--- config.mk ---
export PLATFORM = sky130hd
export DESIGN_NAME = bwc_device_flat
export DESIGN_NICKNAME = d
export VERILOG_FILES = /design/src/hdl/bwc_pkg.sv /design/src/hdl/bwc_if.sv /design/src/hdl/bwc_device.sv /design/src/flat_wrapper.sv
export VERILOG_INCLUDE_DIRS = /design/src /design/src/hdl
export SDC_FILE = /design/constraint.sdc
export NUM_CORES = 1
export LEC_CHECK = 0
export BUFFER_PORTS_ARGS = -buffer_cell sky130_fd_sc_hd__buf_2
export CAP_MARGIN = 10
export CORE_MARGIN = 1.5
export CORE_UTILIZATION = 39
export CTS_CLUSTER_SIZE = 14
export DETAILED_ROUTE_END_ITERATION = 12
export SLEW_MARGIN = 20
export SYNTH_ARGS = -nofsm -noshare
export SYNTH_HDL_FRONTEND = slang
export SYNTH_SLANG_ARGS = --single-unit
--- constraint.sdc ---
create_clock -name core_clk_in -period 14.3 [get_ports core_clk_in]
set_clock_uncertainty 0.2 [all_clocks]
set_input_delay 1.43 -clock core_clk_in [delete_from_list [all_inputs] [get_ports core_clk_in]]
set_output_delay 1.43 -clock core_clk_in [all_outputs]
set_load 0.02 [all_outputs]
--- src/hdl/bwc_regs.svh ---
`ifndef BWC_REGS_SVH
`define BWC_REGS_SVH
// Task-file register selects on the three address lines.
`define BWC_TF_DATA 3'h0
`define BWC_TF_ERRFEAT 3'h1
`define BWC_TF_COUNT 3'h2
`define BWC_TF_LOW 3'h3
`define BWC_TF_MID 3'h4
`define BWC_TF_HIGH 3'h5
`define BWC_TF_DSEL 3'h6
`define BWC_TF_CMDSTAT 3'h7
// Command codes.
`define BWC_CMD_WRITE28 8'hc5
`define BWC_CMD_WRITE48 8'h39
// Drive-state bit positions.
`define BWC_ST_BUSY 7
`define BWC_ST_DRIVE_READY_FLAG 6
`define BWC_ST_FAULT 5
`define BWC_ST_DRQ 3
`define BWC_ST_ERR 0
// Error-flag bit positions.
`define BWC_ER_WP 6
`define BWC_ER_MC 5
`define BWC_ER_ADDRESS_NOT_FOUND_FLAG 4
`define BWC_ER_MCR 3
`define BWC_ER_ABORTED_FLAG 2
`define BWC_ER_NM 1
// Drive-select bit positions.
`define BWC_DS_LBA 6
`define BWC_DS_DEV 4
// Sector geometry and counts.
`define BWC_WORD_LAST 8'hff
`define BWC_COUNT28_ZERO 17'h00100
`define BWC_COUNT48_ZERO 17'h10000
`define BWC_SETUP_LAST 4'h9
`endif

--- src/hdl/bwc_pkg.sv ---
package bwc_pkg;
   typedef enum logic [2:0] {
      DEV_IDLE = 3'b001,
      DEV_XFER = 3'b010,
      DEV_FLUSH = 3'b100
   } bwc_dev_state_t;
   typedef enum logic [4:0] {
      HST_IDLE = 5'b00001,
      HST_SETUP = 5'b00010,
      HST_POLL = 5'b00100,
      HST_EVAL = 5'b01000,
      HST_DATA = 5'b10000
   } bwc_host_state_t;
endpackage

--- src/hdl/bwc_if.sv ---
`timescale 1ns/1ps
interface bwc_if;
   logic [2:0] addr;
   logic [15:0] wdata;
   logic wr;
   logic rd;
   logic hob;
   logic [15:0] rdata;
   logic interrupt_request;
   modport host (output addr, output wdata, output wr, output rd, output hob,
      input rdata, input interrupt_request);
   modport dev (input addr, input wdata, input wr, input rd, input hob,
      output rdata, output interrupt_request);
endinterface

--- src/hdl/bwc_device.sv ---
`timescale 1ns/1ps
`include "bwc_regs.svh"
module bwc_device #(
   parameter logic [7:0] DEFAULT_BLOCK = 8'h10,
   parameter bit DEV_ID = 1'b0,
   parameter bit PACKET_DEV = 1'b0
) (
   // Clock and reset.
   input wire logic core_clk_in,
   input wire logic rst_in,
   // Task-file side.
   bwc_if.dev tf,
   // Block-size setup state.
   input wire logic setmul_valid_in,
   input wire logic [7:0] setmul_count_in,
   input wire logic multiple_enable_in,
   // Media state.
   input wire logic [47:0] max_lba_in,
   input wire logic write_protect_in,
   input wire logic no_media_in,
   input wire logic media_changed_in,
   input wire logic change_req_in,
   input wire logic fault_in,
   input wire logic media_err_in,
   // Sector data toward the media.
   output logic [15:0] sec_data_out,
   output logic sec_valid_out,
   output logic sec_last_out,
   output logic [47:0] sec_lba_out
);
   if (DEFAULT_BLOCK == 8'h00) begin : g_bad_block
      $error("DEFAULT_BLOCK must be nonzero");
   end

   ////////////////////////////////////////////////////////////////////////////
   bwc_pkg::bwc_dev_state_t state_q;
   logic [7:0] feature_select_q;
   logic [7:0] cnt_cur_q, cnt_prv_q, low_cur_q, low_prv_q;
   logic [7:0] mid_cur_q, mid_prv_q, high_cur_q, high_prv_q;
   logic [7:0] drive_select_q, error_flags_q, bsize_q, blk_left_q, word_q;
   logic [16:0] rem_q;
   logic [47:0] lba_q, fail_lba_q;
   logic ext_q, fail_q, fault_flag_q, mc_latch_q, mcr_q, interrupt_request_q;
   logic [15:0] rdata_q;

   ////////////////////////////////////////////////////////////////////////////
   // Command decode and start checks.
   wire selected = (drive_select_q[`BWC_DS_DEV] == DEV_ID);
   wire idle = (state_q == bwc_pkg::DEV_IDLE);
   wire cmd_wr = tf.wr && tf.addr == `BWC_TF_CMDSTAT && idle && selected;
   wire is28 = !PACKET_DEV && tf.wdata[7:0] == `BWC_CMD_WRITE28;
   wire is48 = !PACKET_DEV && tf.wdata[7:0] == `BWC_CMD_WRITE48;
   wire [15:0] cnt48 = {cnt_prv_q, cnt_cur_q};
   wire [16:0] cnt28_n = (cnt_cur_q == 8'h00) ? `BWC_COUNT28_ZERO
      : {9'h000, cnt_cur_q};
   wire [16:0] cnt48_n = (cnt48 == 16'h0000) ? `BWC_COUNT48_ZERO : {1'b0, cnt48};
   wire [16:0] nsec = is48 ? cnt48_n : cnt28_n;
   wire [47:0] lba48 = {high_prv_q, mid_prv_q, low_prv_q, high_cur_q, mid_cur_q,
      low_cur_q};
   wire [47:0] lba28 = {20'h00000, drive_select_q[3:0], high_cur_q, mid_cur_q,
      low_cur_q};
   wire [47:0] start_lba = is48 ? lba48 : lba28;
   wire [47:0] end_lba = start_lba + {31'h0, nsec} - 48'h1;
   wire [7:0] bsize = (setmul_valid_in && setmul_count_in != 8'h00) ? setmul_count_in
      : DEFAULT_BLOCK;
   wire abort_start = !(is28 || is48) || !multiple_enable_in
      || !drive_select_q[`BWC_DS_LBA];
   wire out_of_range = end_lba > max_lba_in || end_lba < start_lba;
   logic [7:0] start_err;
   always_comb begin
      start_err = 8'h00;
      start_err[`BWC_ER_ABORTED_FLAG] = abort_start;
      start_err[`BWC_ER_WP] = write_protect_in;
      start_err[`BWC_ER_MC] = mc_latch_q;
      start_err[`BWC_ER_NM] = no_media_in;
      start_err[`BWC_ER_MCR] = mcr_q || change_req_in;
      start_err[`BWC_ER_ADDRESS_NOT_FOUND_FLAG] = !abort_start && out_of_range;
   end
   wire start_ok = cmd_wr && start_err == 8'h00;
   wire start_bad = cmd_wr && start_err != 8'h00;
   wire [7:0] first_blk = (nsec < {9'h000, bsize}) ? nsec[7:0] : bsize;

   ////////////////////////////////////////////////////////////////////////////
   // Data phase: words, sectors and blocks.
   wire data_wr = tf.wr && tf.addr == `BWC_TF_DATA && state_q == bwc_pkg::DEV_XFER;
   wire sec_end = data_wr && word_q == `BWC_WORD_LAST;
   wire blk_end = sec_end && blk_left_q == 8'h01;
   wire [7:0] next_blk = (rem_q < {9'h000, bsize_q}) ? rem_q[7:0] : bsize_q;
   wire flush = state_q == bwc_pkg::DEV_FLUSH;
   wire fin_bad = flush && (fail_q || fault_flag_q);
   wire fin_ok = flush && !fail_q && !fault_flag_q && rem_q == 17'h0;
   wire next_go = flush && !fail_q && !fault_flag_q && rem_q != 17'h0;
   wire stat_rd = tf.rd && tf.addr == `BWC_TF_CMDSTAT;
   wire tf_wr_reg = tf.wr && idle && tf.addr != `BWC_TF_DATA && tf.addr != `BWC_TF_CMDSTAT;
   wire [47:0] err_lba = fail_q ? fail_lba_q : lba_q;

   always_ff @(posedge core_clk_in or posedge rst_in) begin
      if (rst_in) begin
         state_q <= bwc_pkg::DEV_IDLE;
      end else if (start_ok || next_go) begin
         state_q <= bwc_pkg::DEV_XFER;
      end else if (blk_end) begin
         state_q <= bwc_pkg::DEV_FLUSH;
      end else if (fin_bad || fin_ok) begin
         state_q <= bwc_pkg::DEV_IDLE;
      end
   end

   always_ff @(posedge core_clk_in or posedge rst_in) begin
      if (rst_in) begin
         rem_q <= 17'h0;
         blk_left_q <= 8'h00;
         word_q <= 8'h00;
         bsize_q <= 8'h01;
         lba_q <= 48'h0;
         ext_q <= 1'b0;
      end else if (start_ok) begin
         rem_q <= nsec;
         blk_left_q <= first_blk;
         word_q <= 8'h00;
         bsize_q <= bsize;
         lba_q <= start_lba;
         ext_q <= is48;
      end else if (next_go) begin
         blk_left_q <= next_blk;
      end else if (data_wr) begin
         word_q <= word_q + 8'h01;
         if (sec_end) begin
            rem_q <= rem_q - 17'h1;
            blk_left_q <= blk_left_q - 8'h01;
            lba_q <= lba_q + 48'h1;
         end
      end
   end

   always_ff @(posedge core_clk_in or posedge rst_in) begin
      if (rst_in) begin
         fail_q <= 1'b0;
         fail_lba_q <= 48'h0;
         fault_flag_q <= 1'b0;
      end else begin
         if (start_ok) begin
            fail_q <= 1'b0;
         end else if (sec_end && media_err_in && !fail_q) begin
            fail_q <= 1'b1;
            fail_lba_q <= lba_q;
         end
         if (cmd_wr) begin
            fault_flag_q <= 1'b0;
         end else if (fault_in && !idle) begin
            fault_flag_q <= 1'b1;
         end
      end
   end

   // A change event in the same cycle as the report is kept for the next command.
   // The write command is a media access, so it clears the request after reporting it.
   always_ff @(posedge core_clk_in or posedge rst_in) begin
      if (rst_in) begin
         mc_latch_q <= 1'b0;
         mcr_q <= 1'b0;
      end else begin
         if (media_changed_in) begin
            mc_latch_q <= 1'b1;
         end else if (cmd_wr) begin
            mc_latch_q <= 1'b0;
         end
         if (change_req_in) begin
            mcr_q <= 1'b1;
         end else if (cmd_wr) begin
            mcr_q <= 1'b0;
         end
      end
   end

   ////////////////////////////////////////////////////////////////////////////
   // Error flags and interrupt.
   always_ff @(posedge core_clk_in or posedge rst_in) begin
      if (rst_in) begin
         error_flags_q <= 8'h00;
      end else if (start_bad) begin
         error_flags_q <= start_err;
      end else if (start_ok) begin
         error_flags_q <= 8'h00;
      end else if (fin_bad) begin
         error_flags_q <= 8'h01 << `BWC_ER_ABORTED_FLAG;
      end
   end

   always_ff @(posedge core_clk_in or posedge rst_in) begin
      if (rst_in) begin
         interrupt_request_q <= 1'b0;
      end else if (next_go || start_ok || fin_ok || fin_bad || start_bad) begin
         interrupt_request_q <= 1'b1;
      end else if (stat_rd || cmd_wr) begin
         interrupt_request_q <= 1'b0;
      end
   end

   ////////////////////////////////////////////////////////////////////////////
   // Task-file registers; each count or address write while idle pushes the old byte to the previous copy.
   always_ff @(posedge core_clk_in or posedge rst_in) begin
      if (rst_in) begin
         {cnt_cur_q, cnt_prv_q, low_cur_q, low_prv_q} <= 32'h0;
         {mid_cur_q, mid_prv_q, high_cur_q, high_prv_q} <= 32'h0;
         drive_select_q <= 8'h00;
         feature_select_q <= 8'h00;
      end else if (fin_bad) begin
         {high_cur_q, mid_cur_q, low_cur_q} <= err_lba[23:0];
         if (ext_q) begin
            {high_prv_q, mid_prv_q, low_prv_q} <= err_lba[47:24];
         end else begin
            drive_select_q[3:0] <= err_lba[27:24];
         end
      end else if (tf_wr_reg) begin
         case (tf.addr)
            `BWC_TF_ERRFEAT: feature_select_q <= tf.wdata[7:0];
            `BWC_TF_COUNT: {cnt_prv_q, cnt_cur_q} <= {cnt_cur_q, tf.wdata[7:0]};
            `BWC_TF_LOW: {low_prv_q, low_cur_q} <= {low_cur_q, tf.wdata[7:0]};
            `BWC_TF_MID: {mid_prv_q, mid_cur_q} <= {mid_cur_q, tf.wdata[7:0]};
            `BWC_TF_HIGH: {high_prv_q, high_cur_q} <= {high_cur_q, tf.wdata[7:0]};
            `BWC_TF_DSEL: drive_select_q <= tf.wdata[7:0];
            default: drive_select_q <= drive_select_q;
         endcase
      end
   end

   ////////////////////////////////////////////////////////////////////////////
   // Read path, one cycle after the strobe.
   logic [7:0] drive_state;
   always_comb begin
      drive_state = 8'h00;
      drive_state[`BWC_ST_BUSY] = flush;
      drive_state[`BWC_ST_DRIVE_READY_FLAG] = 1'b1;
      drive_state[`BWC_ST_FAULT] = fault_flag_q && idle;
      drive_state[`BWC_ST_DRQ] = state_q == bwc_pkg::DEV_XFER;
      drive_state[`BWC_ST_ERR] = idle && error_flags_q != 8'h00;
   end
   logic [7:0] rd_byte;
   always_comb begin
      case (tf.addr)
         `BWC_TF_ERRFEAT: rd_byte = idle ? error_flags_q : 8'h00;
         `BWC_TF_COUNT: rd_byte = tf.hob ? cnt_prv_q : cnt_cur_q;
         `BWC_TF_LOW: rd_byte = tf.hob ? low_prv_q : low_cur_q;
         `BWC_TF_MID: rd_byte = tf.hob ? mid_prv_q : mid_cur_q;
         `BWC_TF_HIGH: rd_byte = tf.hob ? high_prv_q : high_cur_q;
         `BWC_TF_DSEL: rd_byte = drive_select_q;
         `BWC_TF_CMDSTAT: rd_byte = drive_state;
         default: rd_byte = 8'h00;
      endcase
   end
   always_ff @(posedge core_clk_in or posedge rst_in) begin
      if (rst_in) begin
         rdata_q <= 16'h0000;
      end else if (tf.rd) begin
         rdata_q <= {8'h00, rd_byte};
      end
   end
   assign tf.rdata = rdata_q;
   assign tf.interrupt_request = interrupt_request_q;

   ////////////////////////////////////////////////////////////////////////////
   // Sector stream toward the media, registered.
   always_ff @(posedge core_clk_in or posedge rst_in) begin
      if (rst_in) begin
         sec_data_out <= 16'h0000;
         sec_valid_out <= 1'b0;
         sec_last_out <= 1'b0;
         sec_lba_out <= 48'h0;
      end else begin
         sec_valid_out <= data_wr;
         sec_last_out <= sec_end;
         if (data_wr) begin
            sec_data_out <= tf.wdata;
            sec_lba_out <= lba_q;
         end
      end
   end
endmodule // bwc_device

--- src/flat_wrapper.sv ---
// flat-port wrapper written by rule: the top's interface ports become plain ports
module bwc_device_flat 
#(
   parameter logic [7:0] DEFAULT_BLOCK = 8'h10,
   parameter bit DEV_ID = 1'b0,
   parameter bit PACKET_DEV = 1'b0
)
  (core_clk_in, rst_in, setmul_valid_in, setmul_count_in, multiple_enable_in, max_lba_in, write_protect_in, no_media_in, media_changed_in, change_req_in, fault_in, media_err_in, sec_data_out, sec_valid_out, sec_last_out, sec_lba_out, tf_addr, tf_wdata, tf_wr, tf_rd, tf_hob, tf_rdata, tf_interrupt_request);
  bwc_if tf_i ();
  input wire logic core_clk_in;
  input wire logic rst_in;
  input wire logic setmul_valid_in;
  input wire logic [7:0] setmul_count_in;
  input wire logic multiple_enable_in;
  input wire logic [47:0] max_lba_in;
  input wire logic write_protect_in;
  input wire logic no_media_in;
  input wire logic media_changed_in;
  input wire logic change_req_in;
  input wire logic fault_in;
  input wire logic media_err_in;
  output logic [15:0] sec_data_out;
  output logic sec_valid_out;
  output logic sec_last_out;
  output logic [47:0] sec_lba_out;
  input wire logic [$bits(tf_i.addr)-1:0] tf_addr;
  input wire logic [$bits(tf_i.wdata)-1:0] tf_wdata;
  input wire logic [$bits(tf_i.wr)-1:0] tf_wr;
  input wire logic [$bits(tf_i.rd)-1:0] tf_rd;
  input wire logic [$bits(tf_i.hob)-1:0] tf_hob;
  output wire logic [$bits(tf_i.rdata)-1:0] tf_rdata;
  output wire logic [$bits(tf_i.interrupt_request)-1:0] tf_interrupt_request;
  assign tf_i.addr = tf_addr;
  assign tf_i.wdata = tf_wdata;
  assign tf_i.wr = tf_wr;
  assign tf_i.rd = tf_rd;
  assign tf_i.hob = tf_hob;
  assign tf_rdata = tf_i.rdata;
  assign tf_interrupt_request = tf_i.interrupt_request;
  bwc_device #(.DEFAULT_BLOCK(DEFAULT_BLOCK), .DEV_ID(DEV_ID), .PACKET_DEV(PACKET_DEV)) u_core (.core_clk_in(core_clk_in), .rst_in(rst_in), .tf(tf_i), .setmul_valid_in(setmul_valid_in), .setmul_count_in(setmul_count_in), .multiple_enable_in(multiple_enable_in), .max_lba_in(max_lba_in), .write_protect_in(write_protect_in), .no_media_in(no_media_in), .media_changed_in(media_changed_in), .change_req_in(change_req_in), .fault_in(fault_in), .media_err_in(media_err_in), .sec_data_out(sec_data_out), .sec_valid_out(sec_valid_out), .sec_last_out(sec_last_out), .sec_lba_out(sec_lba_out));
endmodule
==> metrics.cfg <==
[routing]
vias=17900
postRouteWirelength_mm=68.7
wl_per_cell_um=21.6
firstDrtPassIters=8
vias_per_cell=5.63
drtIter0Drc=1608
route.detailed.drc=0
antenna_left=0

[grt]
grt_pass1_wl_mm=105
grt_max_degree=162
antenna_found_initial=4
gr-total-overflow=0
grt_use_total=0.257
grt_pass1_vias=17600

[cts]
cts_buffers=34
cts_sinks=298
cts.htree.levels=2
ctsResizeCount=0
clock_latency_ps=550
clock_path_buffers=3
root_buffer=clkbuf_16
cts_tree=yes
clk_pin_slew_ps=60
ctsHoldBuffers=0
post_cts_buffers=0

[run_status]
status=completed

[die]
initial_core_util=0.395
dieArea_um2=53300
design.core.area_um2=51300
pin_count=171
fp.dieH_um=231
die_w_um=231
row_count=83

[worst_setup_path]
path_class=primary input to flop
rrSetupSlack_ps=6230
endpoint=u_core.lba_q[41]
slowest_delay_ps=800
critPathSlowestCell=and3_1
startpoint=tf_wdata[6]
worstRegToRegCells=28
crit_arrival_ps=9400
critical_path_required_ps=14520
worstPathMaxFanout=41
crit_path_start_kind=primary input
worstReg2RegStart=u_core.cnt_cur_q[2]
endpoint_kind=flop
r2r-end=u_core.lba_q[41]

[pwr]
power.density_nw_per_um2=80.3
p_leak_nw=11.9
ir_drop_uv=102

[logic_synthesis]
seq_area_frac_synth=0.369
syn_area_per_cell_um2=8.49
synth-async-reset-ratio=1.00
yosysUniqueCellTypes=90
netlist_area_um2=20200
synth_ff_type=dfrtp_1
yosysWarnings=0
synth_cells=2384
ys_seq_elements=298
synth_edf_count=0

[layout]
final_nets=2741
areaGrowthSynthToFinish_pct=12.3
drive_gt1_frac=0.137
final_core_util=0.443

[sta]
final_hold_viol_count=0
tightest_slew_ps=1060
fin_crit_sh=0.642
setup_viol=0
fin_setup_tns_ps=0
slew_headroom=0.289
fin_crit_ps=9180
rsz0062_at_grt=false
slew_violations=0
max_freq_mhz=109

[placement]
dpl.hpwl_mm=51.9
gp_congestion=0.958
io_buffers=162

[flow_run]
maxCapViolations=0

[hold_path]
min_path_type=flop to flop
min_delay_path_depth=2

-- sequential cells by signal (all words and copies together) (netlist names), 3 cells and up --
name / flops
u_core.high_cur_q: 8
u_core.mid_prv_q: 8
u_core.bsize_q: 8
u_core.error_flags_q: 6
u_core.low_cur_q: 8
u_core.high_prv_q: 8
u_core.sec_data_out: 16
u_core.state_q: 3
u_core.fail_lba_q: 48
u_core.rem_q: 17
u_core.cnt_prv_q: 8
u_core.sec_lba_out: 48
u_core.tf.rdata: 8
u_core.lba_q: 48
u_core.word_q: 8
u_core.drive_select_q: 8
u_core.mid_cur_q: 8
u_core.blk_left_q: 8
u_core.cnt_cur_q: 8
u_core.low_prv_q: 8
-- placed cells by master (no fill, tap or decap), drive strengths merged, types with 9 or more instances in the layout --
cell / n
a211oi: 35
a21o: 68
a21oi: 165
a221oi: 12
a31oi: 41
and2: 9
and3: 18
buf: 184
clkbuf: 46
clkinv: 9
dfrtp: 296
ha: 169
inv: 149
mux2: 64
mux2i: 44
nand2: 466
nand2b: 11
nand3: 56
nand4: 44
nor2: 153
nor2b: 30
nor3: 43
nor4: 17
o211ai: 16
o21ai: 118
o21bai: 12
or2: 10
xnor2: 69
xor2: 34
-- how the worst min path moves through the flow --
stage | slack [ps] | from | endpoint
2_1_floorplan | 240 | u_core.mcr_q | u_core.mcr_q
3_3_place_gp | 250 | u_core.mcr_q | u_core.mcr_q
3_5_place_dp | 260 | u_core.sec_lba_out[28] | u_core.sec_lba_out[28]
4_1_cts | 270 | u_core.sec_lba_out[46] | u_core.sec_lba_out[46]
5_1_grt | 290 | u_core.sec_lba_out[46] | u_core.sec_lba_out[46]
6_report | 270 | u_core.sec_lba_out[46] | u_core.sec_lba_out[46]
-- area by class of cell --
type                    instances  area [um^2]
fillers                      5136        28600
multi-input cells            1814        11700
flip-flops and latches        298         7460
repair buffers                184          988
clock buffers                  46          967
well taps                     680          851
inverters                     151          581
clock inverters                10          155
diodes                          2         5.00
-- where the power goes --
group	internal, mW	switching, mW
logic	0.0246	0.0546
registers	0.846	0.00379
clock network	0.530	0.366
-- metal layers --
layer	global-route usage	routed length, um	vias to the layer above
met1	0.338	29700	8720
li1	-	-	8472
met4	0.0991	2660	4
met2	0.423	32100	593
met5	0	33	-
met3	0.0419	4230	152
-- kinds of logic (layout without fill, tap and decap cells) --
family                     count (synthesis)  count (layout)  share of synthesized area
other                                      1              10                   0.000185
DFF                                      298             298                      0.369
adders and majority gates                170             170                      0.105
muxes                                    109             109                     0.0585
xor gates and xnor gates                 103             103                     0.0446
and+or+nand+nor                          890             890                      0.199
AOI/OAI and AO/OA                        534             534                      0.167
buffers and inverters                    279             391                     0.0560
-- metrics by stage --
| stage | power (mW) | hold WS [ps] | cells | cell area [um^2] | setup WS (ps) |
|---|---|---|---|---|---|
| after floorplan | 0.911 | 241 | 2391 | 20300 | 4440 |
| after global routing | 1.88 | 291 | 3185 | 22700 | 4560 |
| after detailed placement | 0.945 | 257 | 3127 | 21600 | 4640 |
| after CTS | 1.84 | 272 | 3183 | 22700 | 5150 |
| after global placement | 0.943 | 253 | 3127 | 21600 | 4820 |
| final | 1.82 | 266 | 3185 | 22700 | 5120 |
-- synthesized netlist by cell type, types with 19 or more instances --
master    number  area [um^2]
nand2_1      466         1750
dfrtp_1      296         7410
ha_1         169         2110
a21oi_1      163          816
nor2_1       152          571
inv_1        149          559
o21ai_0      106          531
clkbuf_1      87          327
xnor2_1       69          604
a21o_1        68          510
mux2_2        64          721
nand3_1       55          275
mux2i_1       44          440
nand4_1       42          263
a31oi_1       39          244
nor3_1        38          190
xor2_1        34          298
a211oi_1      33          248
nor2b_1       30          188
buf_2         19         95.1
-- worst max-delay path, delay by kind of cell --
kind	cells	cell delay (ps)
adder cells (fa/ha/maj)	3	1000
buffers and inverters	6	1210
AO/OA/AOI/OAI	8	1430
AND/OR/NAND/NOR	14	4290
Power figures use the tool's default switching activity.
